File: config.mk
export PLATFORM = sky130hd
export DESIGN_NAME = sxt_uart
export DESIGN_NICKNAME = d
export VERILOG_FILES = /design/src/verilog/sxt_pkg.sv /design/src/verilog/sxt_uart.sv /design/src/verilog/sxt_fifo.sv /design/src/verilog/sxt_baud.sv
export SDC_FILE = /design/constraint.sdc
export NUM_CORES = 1
export LEC_CHECK = 0
export BUFFER_PORTS_ARGS = -buffer_cell sky130_fd_sc_hd__buf_2
export CAP_MARGIN = 30
export CORE_MARGIN = 1
export CORE_UTILIZATION = 45
export CTS_CLUSTER_SIZE = 30
export DETAILED_ROUTE_END_ITERATION = 10
export GPL_TIMING_DRIVEN = 1
export HOLD_SLACK_MARGIN = 0.05
export PLACE_DENSITY_LB_ADDON = 0.25
export SLEW_MARGIN = 20
export SYNTH_ARGS = -nofsm -noshare
export SYNTH_HDL_FRONTEND = slang
export SYNTH_SLANG_ARGS = --single-unit
File: constraint.sdc
create_clock -name clk_i -period 3.6 [get_ports clk_i]
set_input_delay 0.18 -clock clk_i [delete_from_list [all_inputs] [get_ports clk_i]]
set_output_delay 0.18 -clock clk_i [all_outputs]
set_load 0.05 [all_outputs]
File: src/verilog/sxt_pkg.sv
// shared constants for the asynchronous serial transceiver
package sxt_pkg;
	// ****************************************
	// character formats
	// ****************************************
	localparam logic [1:0] FMT_8N = 2'h0;
	localparam logic [1:0] FMT_8E = 2'h1;
	localparam logic [1:0] FMT_8O = 2'h2;
	localparam logic [1:0] FMT_9N = 2'h3;
	localparam logic [1:0] RESET_FMT = FMT_8N;
	localparam logic RESET_STOP = 1'h0;
	// status after reset: receiver quiet and shifter empty
	localparam logic [15:0] RESET_STATUS = 16'h0110;

	// ****************************************
	// mode word bit positions
	// ****************************************
	localparam int MD_ON = 15;
	localparam int MD_LOOP = 6;
	localparam int MD_FMT_HI = 2;
	localparam int MD_FMT_LO = 1;
	localparam int MD_STOP = 0;

	// ****************************************
	// status word bit positions
	// ****************************************
	localparam int ST_TXIM = 15;
	localparam int ST_BRK = 11;
	localparam int ST_GATE = 10;
	localparam int ST_FULL = 9;
	localparam int ST_TEMPTY = 8;
	localparam int ST_RXIM_HI = 7;
	localparam int ST_RXIM_LO = 6;
	localparam int ST_ADDR = 5;
	localparam int ST_QUIET = 4;
	localparam int ST_PARITY_FAULT = 3;
	localparam int ST_FRAMING_FAULT = 2;
	localparam int ST_OVERRUN_FAULT = 1;
	localparam int ST_AVAIL = 0;

	// ****************************************
	// timing and sizes
	// ****************************************
	localparam logic [3:0] MID_TICK = 4'h7;
	localparam logic [3:0] LAST_TICK = 4'hF;
	localparam int CHAR_W = 9;
	localparam int RX_W = 11;
	localparam int TX_DEPTH = 4;
	localparam int RX_DEPTH = 16;
	localparam logic [4:0] RX_TQ_LVL = 5'h0B;
	localparam logic [4:0] RX_FULL_LVL = 5'h0F;
endpackage

File: src/verilog/sxt_uart.sv
// asynchronous serial transceiver with transmit and receive buffers
`timescale 1ns/10ps
module sxt_uart (
	// clock and reset
	input wire logic clk_i,
	input wire logic rst_i,
	// configuration
	input wire logic [15:0] serial_mode_i,
	input wire logic [15:0] baud_divisor_i,
	input wire logic tx_gate_i,
	input wire logic tx_irq_mode_i,
	input wire logic tx_break_send_i,
	input wire logic addr_detect_on_i,
	input wire logic [1:0] rx_irq_mode_i,
	// transmit data
	input wire logic [sxt_pkg::CHAR_W-1:0] tx_data_i,
	input wire logic tx_write_i,
	// receive data and status
	input wire logic rx_read_i,
	input wire logic overrun_clr_i,
	output logic [sxt_pkg::CHAR_W-1:0] rx_data_o,
	output logic [15:0] serial_status_o,
	output logic tx_irq_o,
	output logic rx_irq_o,
	// serial link
	input wire logic serial_in_pin_i,
	output logic serial_out_pin_o
);
	import sxt_pkg::*;

	typedef enum logic [2:0] {T_IDLE, T_WAIT, T_START, T_DATA, T_PAR, T_STOP} sxt_tx_state_t;
	typedef enum logic [2:0] {R_IDLE, R_START, R_DATA, R_PAR, R_STOP, R_BRK} sxt_rx_state_t;

	// ****************************************
	// configuration
	// ****************************************
	logic module_on_q;
	logic [1:0] fmt_q;
	logic stop2_q;
	logic loop_q;
	logic gate_q;
	logic gate_rise;
	logic par_on;
	logic [3:0] last_bit;

	// settings take effect only while the module is on
	always_ff @(posedge clk_i)
	begin
		if (rst_i)
		begin
			module_on_q <= 1'h0;
			fmt_q <= RESET_FMT;
			stop2_q <= RESET_STOP;
			loop_q <= 1'h0;
			gate_q <= 1'h0;
		end
		else
		begin
			module_on_q <= serial_mode_i[MD_ON];
			fmt_q <= serial_mode_i[MD_FMT_HI:MD_FMT_LO];
			stop2_q <= serial_mode_i[MD_STOP];
			loop_q <= serial_mode_i[MD_LOOP];
			gate_q <= tx_gate_i && serial_mode_i[MD_ON];
		end
	end

	assign gate_rise = tx_gate_i && module_on_q && !gate_q;
	assign par_on = (fmt_q == FMT_8E) || (fmt_q == FMT_8O);
	assign last_bit = (fmt_q == FMT_9N) ? 4'h8 : 4'h7;

	// ****************************************
	// baud clock and buffers
	// ****************************************
	logic tick;
	logic tx_in_ready;
	logic tx_out_valid;
	logic [CHAR_W-1:0] tx_head;
	logic [2:0] tx_cnt;
	logic tx_pop;
	logic rx_in_ready;
	logic rx_out_valid;
	logic [RX_W-1:0] rx_head;
	logic [RX_W-1:0] rx_word;
	logic [4:0] rx_cnt;
	logic rx_fin;

	// a cleared baud counter on enable makes a freshly gated word start at once
	sxt_baud u_baud (
		.clk_i(clk_i),
		.rst_i(rst_i),
		.clr_i(!module_on_q || gate_rise),
		.div_i(baud_divisor_i),
		.tick_o(tick)
	);

	// transmit buffer; the shift register is a fifth stage
	sxt_fifo #(.W(CHAR_W), .D(TX_DEPTH)) u_tx_fifo (
		.clk_i(clk_i),
		.rst_i(rst_i),
		.flush_i(!module_on_q),
		.in_valid_i(tx_write_i && module_on_q),
		.in_data_i(tx_data_i),
		.in_ready_o(tx_in_ready),
		.out_ready_i(tx_pop),
		.out_valid_o(tx_out_valid),
		.out_data_o(tx_head),
		.count_o(tx_cnt)
	);

	// receive buffer; a full buffer turns new characters into an overrun
	sxt_fifo #(.W(RX_W), .D(RX_DEPTH)) u_rx_fifo (
		.clk_i(clk_i),
		.rst_i(rst_i),
		.flush_i(!module_on_q),
		.in_valid_i(rx_fin),
		.in_data_i(rx_word),
		.in_ready_o(rx_in_ready),
		.out_ready_i(rx_read_i && module_on_q),
		.out_valid_o(rx_out_valid),
		.out_data_o(rx_head),
		.count_o(rx_cnt)
	);

	// ****************************************
	// transmitter
	// ****************************************
	sxt_tx_state_t tx_st_q;
	logic [CHAR_W-1:0] tx_sh_q;
	logic [3:0] tx_tick_q;
	logic [3:0] tx_bit_q;
	logic tx_par_q;
	logic tx_stp_q;
	logic tx_out_q;
	logic tx_bit_end;
	logic tx_done;

	assign tx_pop = (tx_st_q == T_IDLE) && gate_q && tx_out_valid && !tx_break_send_i;
	assign tx_bit_end = tick && (tx_tick_q == LAST_TICK);
	assign tx_done = (tx_st_q == T_STOP) && tx_bit_end && (!stop2_q || tx_stp_q);

	// shift engine; disabling drops the character in flight
	always_ff @(posedge clk_i)
	begin
		if (rst_i || !module_on_q)
		begin
			tx_st_q <= T_IDLE;
			tx_sh_q <= '0;
			tx_tick_q <= 4'h0;
			tx_bit_q <= 4'h0;
			tx_par_q <= 1'h0;
			tx_stp_q <= 1'h0;
			tx_out_q <= 1'h1;
		end
		else
		begin
			unique case (tx_st_q)
				T_IDLE:
				begin
					tx_out_q <= !(tx_break_send_i && gate_q);
					if (tx_pop)
					begin
						tx_sh_q <= tx_head;
						tx_par_q <= (^tx_head[7:0]) ^ (fmt_q == FMT_8O);
						tx_st_q <= T_WAIT;
					end
				end
				T_WAIT:
				begin
					// output starts on the next baud tick
					if (tick)
					begin
						tx_out_q <= 1'h0;
						tx_tick_q <= 4'h0;
						tx_st_q <= T_START;
					end
				end
				T_START, T_DATA, T_PAR, T_STOP:
				begin
					if (tick)
						tx_tick_q <= 4'(tx_tick_q + 4'h1);
					if (tx_bit_end)
					begin
						if (tx_st_q == T_START)
						begin
							tx_st_q <= T_DATA;
							tx_bit_q <= 4'h0;
							tx_out_q <= tx_sh_q[0];
						end
						else if (tx_st_q == T_DATA && tx_bit_q != last_bit)
						begin
							tx_bit_q <= 4'(tx_bit_q + 4'h1);
							tx_sh_q <= tx_sh_q >> 1;
							tx_out_q <= tx_sh_q[1];
						end
						else if (tx_st_q == T_DATA && par_on)
						begin
							tx_st_q <= T_PAR;
							tx_out_q <= tx_par_q;
						end
						else if (tx_st_q != T_STOP)
						begin
							tx_st_q <= T_STOP;
							tx_stp_q <= 1'h0;
							tx_out_q <= 1'h1;
						end
						else if (stop2_q && !tx_stp_q)
							tx_stp_q <= 1'h1;
						else
							tx_st_q <= T_IDLE;
					end
				end
			endcase
		end
	end

	// transmit interrupt: buffer slot freed, or everything sent
	always_ff @(posedge clk_i)
	begin
		if (rst_i)
			tx_irq_o <= 1'h0;
		else
			tx_irq_o <= module_on_q && (tx_irq_mode_i ? (tx_done && !tx_out_valid) : tx_pop);
	end

	// ****************************************
	// receiver
	// ****************************************
	sxt_rx_state_t rx_st_q;
	logic rx_line;
	logic [CHAR_W-1:0] rx_sh_q;
	logic [3:0] rx_tick_q;
	logic [3:0] rx_bit_q;
	logic rx_parity_fault_q;
	logic rx_framing_fault_q;
	logic rx_stp_q;
	logic rx_quiet_q;
	logic rx_smp;
	logic rx_framing_fault_now;
	logic overrun_fault_q;

	assign rx_line = loop_q ? tx_out_q : serial_in_pin_i;
	assign rx_smp = tick && (rx_tick_q == LAST_TICK);
	assign rx_framing_fault_now = rx_framing_fault_q || !rx_line;
	assign rx_fin = (rx_st_q == R_STOP) && rx_smp && (!stop2_q || rx_stp_q);
	assign rx_word = {rx_framing_fault_now, rx_parity_fault_q, rx_sh_q};

	// bit sampler running at sixteen ticks per bit
	always_ff @(posedge clk_i)
	begin
		if (rst_i || !module_on_q)
		begin
			rx_st_q <= R_IDLE;
			rx_sh_q <= '0;
			rx_tick_q <= 4'h0;
			rx_bit_q <= 4'h0;
			rx_parity_fault_q <= 1'h0;
			rx_framing_fault_q <= 1'h0;
			rx_stp_q <= 1'h0;
			rx_quiet_q <= 1'h1;
		end
		else
		begin
			if (tick)
				rx_tick_q <= 4'(rx_tick_q + 4'h1);
			unique case (rx_st_q)
				R_IDLE:
				begin
					if (tick && !rx_line)
					begin
						rx_st_q <= R_START;
						rx_tick_q <= 4'h0;
						rx_quiet_q <= 1'h0;
						rx_sh_q <= '0;
						rx_parity_fault_q <= 1'h0;
						rx_framing_fault_q <= 1'h0;
						rx_stp_q <= 1'h0;
					end
				end
				R_START:
				begin
					// a glitch shorter than half a bit is not a start
					if (tick && rx_tick_q == MID_TICK)
					begin
						rx_tick_q <= 4'h0;
						rx_bit_q <= 4'h0;
						rx_st_q <= rx_line ? R_IDLE : R_DATA;
						rx_quiet_q <= rx_line;
					end
				end
				R_DATA:
				begin
					if (rx_smp)
					begin
						rx_sh_q[rx_bit_q] <= rx_line;
						rx_bit_q <= 4'(rx_bit_q + 4'h1);
						if (rx_bit_q == last_bit)
							rx_st_q <= par_on ? R_PAR : R_STOP;
					end
				end
				R_PAR:
				begin
					if (rx_smp)
					begin
						rx_parity_fault_q <= rx_line ^ (^rx_sh_q[7:0]) ^ (fmt_q == FMT_8O);
						rx_st_q <= R_STOP;
					end
				end
				R_STOP:
				begin
					if (rx_smp)
					begin
						rx_framing_fault_q <= rx_framing_fault_now;
						rx_stp_q <= 1'h1;
						if (rx_fin)
						begin
							rx_quiet_q <= 1'h1;
							rx_st_q <= rx_framing_fault_now ? R_BRK : R_IDLE;
						end
					end
				end
				R_BRK:
				begin
					// a low line here is still the break, never a start
					if (tick && rx_line)
						rx_st_q <= R_IDLE;
				end
			endcase
		end
	end

	// overrun flag; a new overrun wins over a clear in the same cycle
	always_ff @(posedge clk_i)
	begin
		if (rst_i || !module_on_q)
			overrun_fault_q <= 1'h0;
		else if (rx_fin && !rx_in_ready)
			overrun_fault_q <= 1'h1;
		else if (overrun_clr_i)
			overrun_fault_q <= 1'h0;
	end

	// receive interrupt; address words interrupt whatever the level mode
	always_ff @(posedge clk_i)
	begin
		if (rst_i)
			rx_irq_o <= 1'h0;
		else if (!rx_fin || !rx_in_ready)
			rx_irq_o <= 1'h0;
		else if (addr_detect_on_i && fmt_q == FMT_9N)
			rx_irq_o <= rx_sh_q[8];
		else if (rx_irq_mode_i == 2'h2)
			rx_irq_o <= (rx_cnt >= RX_TQ_LVL);
		else if (rx_irq_mode_i == 2'h3)
			rx_irq_o <= (rx_cnt == RX_FULL_LVL);
		else
			rx_irq_o <= 1'h1;
	end

	// ****************************************
	// status and read data
	// ****************************************
	// parity and framing flags follow the character at the head of the receive buffer
	always_ff @(posedge clk_i)
	begin
		if (rst_i)
		begin
			rx_data_o <= '0;
			serial_status_o <= RESET_STATUS;
		end
		else
		begin
			rx_data_o <= rx_out_valid ? rx_head[CHAR_W-1:0] : '0;
			serial_status_o <= 16'h0000;
			serial_status_o[ST_TXIM] <= tx_irq_mode_i;
			serial_status_o[ST_BRK] <= tx_break_send_i && module_on_q;
			serial_status_o[ST_GATE] <= gate_q;
			serial_status_o[ST_FULL] <= !tx_in_ready && module_on_q;
			serial_status_o[ST_TEMPTY] <= (tx_st_q == T_IDLE);
			serial_status_o[ST_RXIM_HI:ST_RXIM_LO] <= rx_irq_mode_i;
			serial_status_o[ST_ADDR] <= addr_detect_on_i;
			serial_status_o[ST_QUIET] <= rx_quiet_q;
			serial_status_o[ST_PARITY_FAULT] <= rx_out_valid && rx_head[CHAR_W];
			serial_status_o[ST_FRAMING_FAULT] <= rx_out_valid && rx_head[CHAR_W+1];
			serial_status_o[ST_OVERRUN_FAULT] <= overrun_fault_q;
			serial_status_o[ST_AVAIL] <= rx_out_valid;
		end
	end

	assign serial_out_pin_o = tx_out_q;
endmodule

File: src/verilog/sxt_fifo.sv
// first-in first-out buffer with valid and ready on both sides
`timescale 1ns/10ps
module sxt_fifo #(
	parameter int W = 9,
	parameter int D = 4
) (
	// clock and reset
	input wire logic clk_i,
	input wire logic rst_i,
	input wire logic flush_i,
	// filling side
	input wire logic in_valid_i,
	input wire logic [W-1:0] in_data_i,
	output logic in_ready_o,
	// draining side
	input wire logic out_ready_i,
	output logic out_valid_o,
	output logic [W-1:0] out_data_o,
	output logic [$clog2(D+1)-1:0] count_o
);
	localparam int PW = $clog2(D);
	localparam int CW = $clog2(D+1);

	logic [W-1:0] mem [D];
	logic [PW-1:0] wp_q;
	logic [PW-1:0] rp_q;
	logic wr;
	logic rd;

	// a write to a full buffer is refused, nothing inside moves
	assign in_ready_o = (count_o != CW'(D));
	assign out_valid_o = (count_o != '0);
	assign out_data_o = mem[rp_q];
	assign wr = in_valid_i && in_ready_o;
	assign rd = out_ready_i && out_valid_o;

	// storage
	always_ff @(posedge clk_i)
	begin
		if (wr)
			mem[wp_q] <= in_data_i;
	end

	// pointers and fill level; flush empties without touching storage
	always_ff @(posedge clk_i)
	begin
		if (rst_i || flush_i)
		begin
			wp_q <= '0;
			rp_q <= '0;
			count_o <= '0;
		end
		else
		begin
			wp_q <= PW'(wp_q + PW'(wr));
			rp_q <= PW'(rp_q + PW'(rd));
			count_o <= CW'(count_o + CW'(wr) - CW'(rd));
		end
	end
endmodule

File: src/verilog/sxt_baud.sv
// baud tick generator at sixteen ticks per bit
`timescale 1ns/10ps
module sxt_baud (
	// clock and reset
	input wire logic clk_i,
	input wire logic rst_i,
	input wire logic clr_i,
	// divisor and tick
	input wire logic [15:0] div_i,
	output logic tick_o
);
	logic [15:0] cnt_q;

	// one tick every div+1 clocks, so a bit of 16 ticks lasts 16*(div+1)
	always_ff @(posedge clk_i)
	begin
		if (rst_i || clr_i)
		begin
			cnt_q <= 16'h0000;
			tick_o <= 1'h0;
		end
		else if (cnt_q == div_i)
		begin
			cnt_q <= 16'h0000;
			tick_o <= 1'h1;
		end
		else
		begin
			cnt_q <= 16'(cnt_q + 16'h0001);
			tick_o <= 1'h0;
		end
	end
endmodule

# Word-level counts from Yosys, hierarchy flattened
# Memories as Yosys holds them, arrays and structs flattened. A register that Yosys moved wholly into a read port is not among the register bits.
# Index checks and enable logic that the tools add are counted.
dict set report totals {
  ff_bits 118
  mem_bits_rw 212
  n_memories 2
  out_inout_bits 28
}
dict set report classes {
  eq_ne 42
  n_addsub 13
  bitwise 7
  reduce_logical 86
  n_mux 79
  order_cmp 3
}
# name depth width rd rd_clocked_by_memory_dff write_ports line_no
set memory_table {}
lappend memory_table {u_rx_fifo.mem 16 11 1 1 1 sxt_fifo.sv:24} ;# logic [W-1:0] mem [D];
lappend memory_table {u_tx_fifo.mem 4 9 1 1 1 sxt_fifo.sv:24}
# cell n
set op_table {}
lappend op_table {{two-way mux 3 bit} 18}
lappend op_table {{two-way mux 9 bit} 6}
lappend op_table {{two-way mux 4 bit} 11}
lappend op_table {{case mux 9 bit (2 select lines)} 2}
lappend op_table {{logical AND 1 bit} 34}
lappend op_table {{two-way mux 1 bit} 28}
lappend op_table {{inequality test 2 bit (second input constant)} 12}
lappend op_table {{case mux 4 bit (2 select lines)} 3}
lappend op_table {{AND reduction 3 bit} 7}
lappend op_table {{case mux 3 bit (6 select lines)} 1}
lappend op_table {{nonzero test 2 bit} 9}
lappend op_table {{adder 16 x 1 -> 16 bit (second input constant)} 1}
lappend op_table {{adder 4 x 1 -> 4 bit (second input constant)} 4}
lappend op_table {{equality test 16 bit} 1}
lappend op_table {{parity 8 bit} 2}
lappend op_table {{inequality test 5 bit (second input constant)} 3}
lappend op_table {{AND reduction 5 bit} 3}
lappend op_table {{equality test 3 x 2 -> 1 bit (second input constant)} 4}
lappend op_table {{equality test 3 bit (second input constant)} 4}
lappend op_table {{logical NOT 1 bit} 11}
lappend op_table {{bitwise mux 9 bit} 1}
lappend op_table {{inequality test 3 bit (second input constant)} 3}
lappend op_table {{case mux 3 bit (3 select lines)} 1}
lappend op_table {{adder 4 x 1 -> 4 bit} 2}
lappend op_table {{32 further kinds} 59}

# Depth between registers and ports, before layout
dict set report logic_depth {
  depth_word 9
  ltp_mapped 13
}

# Modules after synthesis
# A second synthesis with hierarchy kept.
dict set report unflattened {
  cells_unflattened 969
  area_unflattened_um2 13959.6
}
# module n_inst seq_area_each_um2 cells_per_inst area_per_inst_um2
set modules_own_cells {}
lappend modules_own_cells {{sxt_fifo (u_rx_fifo)} 1 5545.3 360 7470.9}
lappend modules_own_cells {sxt_uart 1 1561.5 423 3896.2}
lappend modules_own_cells {{sxt_fifo (u_tx_fifo)} 1 1221.2 83 1664.1}
lappend modules_own_cells {sxt_baud 1 340.3 103 928.4}

# Worst setup path after synthesis
# Ideal clock, no wire load.
dict set report synth_path {
  path_type {flip-flop to flip-flop}
  startpoint {reg rx_st_q[0]}
  endpoint {mem u_rx_fifo.mem[0][0] (netlist bit) (enable)}
  n_path_buf 1
  required_time_ns 3.207
  setup_ns 0.393
  synth_period_minus_slack_ns 2.834
  slack_ns 0.766
  arrival_time_ns 2.441
  stages_incl_launch_ff 7
  path_cell_list {dfxtp_1 -> clkbuf_1 -> or3b_2 -> nor3_1 -> nand2b_1 -> or3_1 -> nor3_1}
}
dict set report synth_via {
  elab_chain_len 6
}
# item line_no
set synth_rtl {}
lappend synth_rtl {{start: declaration} sxt_uart.sv:228} ;# sxt_rx_state_t rx_st_q;
lappend synth_rtl {{start signal: assignment} sxt_uart.sv:286} ;# rx_st_q <= rx_line ? R_IDLE : R_DATA;
lappend synth_rtl {{start signal: assignment} sxt_uart.sv:297} ;# rx_st_q <= par_on ? R_PAR : R_STOP;
lappend synth_rtl {{start signal: assignment} sxt_uart.sv:317} ;# rx_st_q <= rx_framing_fault_now ? R_BRK : R_IDLE;
lappend synth_rtl {{equality test 3 bit} sxt_uart.sv:244} ;# assign rx_fin = (rx_st_q == R_STOP) && rx_smp && (!stop2_q || rx_stp_q);
lappend synth_rtl {{logical AND 1 bit (2 in series)} sxt_uart.sv:244}
lappend synth_rtl {{logical AND 1 bit} sxt_fifo.sv:34} ;# assign wr = in_valid_i && in_ready_o;
lappend synth_rtl {{two-way mux 1 bit} sxt_fifo.sv:40} ;# if (wr)
lappend synth_rtl {{two-way mux 1 bit (implied by the code)} sxt_fifo.sv:41} ;# mem[wp_q] <= in_data_i;
lappend synth_rtl {{end: declaration} sxt_fifo.sv:24}
# Every way passes these cells.

# Worst setup path after layout
dict set report layout_path {
  startpoint {reg rx_st_q[0]}
  endpoint {reg u_rx_fifo.count_o[4]}
}
dict set report layout_via {
  elab_chain_len 6
}
# item line_no
set layout_rtl {}
lappend layout_rtl {{equality test 3 bit} sxt_uart.sv:244}
lappend layout_rtl {{logical AND 1 bit (2 in series)} sxt_uart.sv:244}
lappend layout_rtl {{logical AND 1 bit} sxt_fifo.sv:34}
lappend layout_rtl {{adder 5 x 1 -> 5 bit} sxt_fifo.sv:57} ;# count_o <= CW'(count_o + CW'(wr) - CW'(rd));
lappend layout_rtl {{subtractor 5 x 1 -> 5 bit} sxt_fifo.sv:57}
lappend layout_rtl {{end signal: assignment} sxt_fifo.sv:57}
lappend layout_rtl {{end: declaration} sxt_fifo.sv:19} ;# output logic [$clog2(D+1)-1:0] count_o
# Every way passes these cells.
# A chain may end at the register's enable or synchronous reset.

==> qor.yml <==
status: "finished clean"
cts_sinks: 327
cts_max_level: 2
postRouteWirelength_um: 25100
start_util_pct: 45.6
num_rows: 63
cts_max_path_buffers: 3
utilization_pct: 53.5
dpl.cell_count: 1378
viasPerCell: 5.17
place_area_mm2: 0.0144
first_pass_iters: 5
synth_common_cells: "edfxtp_1 (212), dfxtp_1 (115), nor2_1 (106)"
synth_top_area_share_pct: 47.1
synth-simple-area-share_pct: 10.8
fmax_mhz: 362
worstSetupPathType: "register to register"
drv_cap: 0
path_clk_slew_ns: 0.06
cp.arrival_ns: 3.14
synth_mux_area_share_pct: 11.9
nets: 1133
synth_edf_count: 212
synth_compound_area_share_pct: 4.07
hold_class: "input port to register"
p_leak_nw: 5.06
avgSynthCellArea_um2: 14.4
tightest_slew_ns: 0.717
cts_tree: "built"
synth_top_family_by_area: "multiplexers"
crit_required_ns: 3.97
drt-initial-drc-count: 438
synthArstFlopShare_pct: 0
synthAdderAreaFrac_pct: 2.52
post-route-period-util_pct: 76.8
syn-instance-count: 937
vias: 7609
rsz0062_at_grt: "false"
dieArea_mm2: 0.0308
seqPwrFrac_pct: 51.5
cts_inserted_buffers: 36
combPwrFrac_pct: 2.0
synthMostInstantiatedCell: "edfxtp_1"
syn_area_mm2: 0.0135
post-synth-top-area-cell: "edfxtp_1"
drc_errors: 0
power.internal_mw: 6.19
ys_types: 60
post-dp-hpwl_um: 16300
synth_flop_cell: "edfxtp_1"
fin_crit_ns: 2.77
n_antenna_cell: 0
skew_ns: 0.0198
die_y_um: 175
hold_viol: 0
hold_ws_ns: 0.0537
ant_nets: 0
slew_violations: 0
power.density_mw_per_mm2: 486
clk_latency_ns: 0.52
grt_pass1_wl_um: 40800
portBuffers: 66
cts_root_buf: "clkbuf_16"
final_area_mm2: 0.0159
overflow: 0
grt_antenna_before_repair: 0
setup_viol: 0
cp_max_fo: 19
drive_gt1_share_pct: 20.1
yosysWarnings: 0
die_w_um: 175
syn_to_final_growth_pct: 17.3
swShare_pct: 19.7
power_frac_clock_pct: 46.5
synth_xor_area_share_pct: 4.69
fin_cells: 1472
fin_tns_setup_ns: 0
startpoint_type: "register"
maxSlewHeadroom_pct: 52.1
peakVddDrop_mv: 0.379
routedWlPerCell_um: 17.1
seq_area_frac_synth_pct: 64.1
grt.total_usage_pct: 16.8
grt_pass1_vias: 7546
core_area_mm2: 0.0296
setup.worst_path.end_class: "register"
synth-seq-cells: 327
post-cts-setup-buffers: 0
io_pins: 81
grt_max_degree: 44
gp_congestion: 0.792
synth_area_leaders: "edfxtp_1 (47%), dfxtp_1 (17%), mux4_2 (9.7%)"
power_switching_mw: 1.52
## kinds of logic (layout without fill, tap and decap cells)
group / after synthesis / after routing
compound gates: 86 / 86
mux: 78 / 78
xor+xnor: 70 / 70
other cells: 1 / 3
fa+ha+maj: 26 / 26
flops: 327 / 327
buf+inv: 62 / 205
simple gates: 287 / 287
## routing by layer
| layer | vias to the layer above | wire, um | part of all wire (%) | GRT usage [%] |
|---|---|---|---|---|
| met1 | 3735 | 11700 | 47 | 23.0 |
| met2 | 126 | 12200 | 48 | 28.0 |
| li1 | 3715 | - | - | - |
| met4 | 0 | 420 | 1.7 | 4.20 |
| met3 | 33 | 832 | 3.3 | 2.60 |
| met5 | - | 0 | 0 | 0 |
## final timing paths
check / to / slack, ns / startpoint / cells past startpoint
worst max-delay path: u_rx_fifo.count_o[4] / 0.83 / rx_st_q[0] / 11
worst min-delay path: serial_status_o[15] / 0.05 / rst_i / 2
worst max register to register: u_rx_fifo.count_o[4] / 0.83 / rx_st_q[0] / 11
worst min register to register: u_baud.cnt_q[0] / 0.47 / u_baud.cnt_q[0] / 1
## critical path, stage by stage (launching register included)
cell and delay, ns:
dfxtp_1 0.49, or3b_2 0.59, nor3_1 0.29, nand2b_1 0.19
inv_1 0.17, ha_1 0.22, fa_1 0.25, a21oi_1 0.09
nor2_1 0.10, nor2_1 0.06, xor2_1 0.13, nor2_1 0.06
## stage by stage
stage	total power, mW	setup WS (ns)
after global routing	7.97	0.534
after detailed placement	4.19	0.865
after floorplan	4.13	0.766
after CTS	7.81	0.805
after global placement	4.18	0.879
final	7.72	0.835
## placed cells by master, fill, tap and decap left out, types with 24 or more instances in the layout
| cell type | n |
|---|---|
| buf_2 | 66 |
| a21oi_1 | 27 |
| xor2_1 | 40 |
| xnor2_1 | 28 |
| ha_1 | 24 |
| nor2_1 | 106 |
| dlygate4sd3_1 | 26 |
| nor2b_1 | 33 |
| mux4_2 | 58 |
| buf_4 | 26 |
| nand2_1 | 39 |
| clkbuf_16 | 36 |
| edfxtp_1 | 212 |
| dfxtp_1 | 113 |
## cell type report
class | instances | area, um2
clock buffers | 53 | 996
clock inverters | 13 | 169
fillers | 2478 | 13800
inverters | 18 | 67.6
multi-input cells | 550 | 4620
flip-flops and latches | 327 | 8670
well taps | 390 | 488
repair buffers | 121 | 848
## power by group through the flow
stage	Combinational [mW]	Sequential, mW	Clock (mW)
final	0.154	3.97	3.59
after global routing	0.168	3.97	3.83
after CTS	0.156	3.97	3.68
after detailed placement	0.134	4.05	0
after global placement	0.130	4.05	0
after floorplan	0.0681	4.06	0
## state kept, by name, summed over array words and instances, names as in the netlist, 2 cells and up
register           count
u_rx_fifo.mem        176
u_rx_fifo.wp_q         4
rx_data_o              9
tx_sh_q                9
rx_st_q                3
rx_bit_q               4
tx_st_q                3
u_rx_fifo.count_o      5
tx_tick_q              4
tx_bit_q               4
rx_sh_q                9
u_tx_fifo.count_o      3
rx_tick_q              4
u_tx_fifo.mem         36
u_baud.cnt_q          16
u_rx_fifo.rp_q         4
fmt_q                  2
serial_status_o       13
u_tx_fifo.wp_q         2
u_tx_fifo.rp_q         2
## what timing repair did
action                                 4_1_cts  5_1_grt
resized for setup                            0        0
endpoints found under the hold margin       51        0
hold buffers                                26        0
Note: power is estimated with default switching activity, not from simulation.
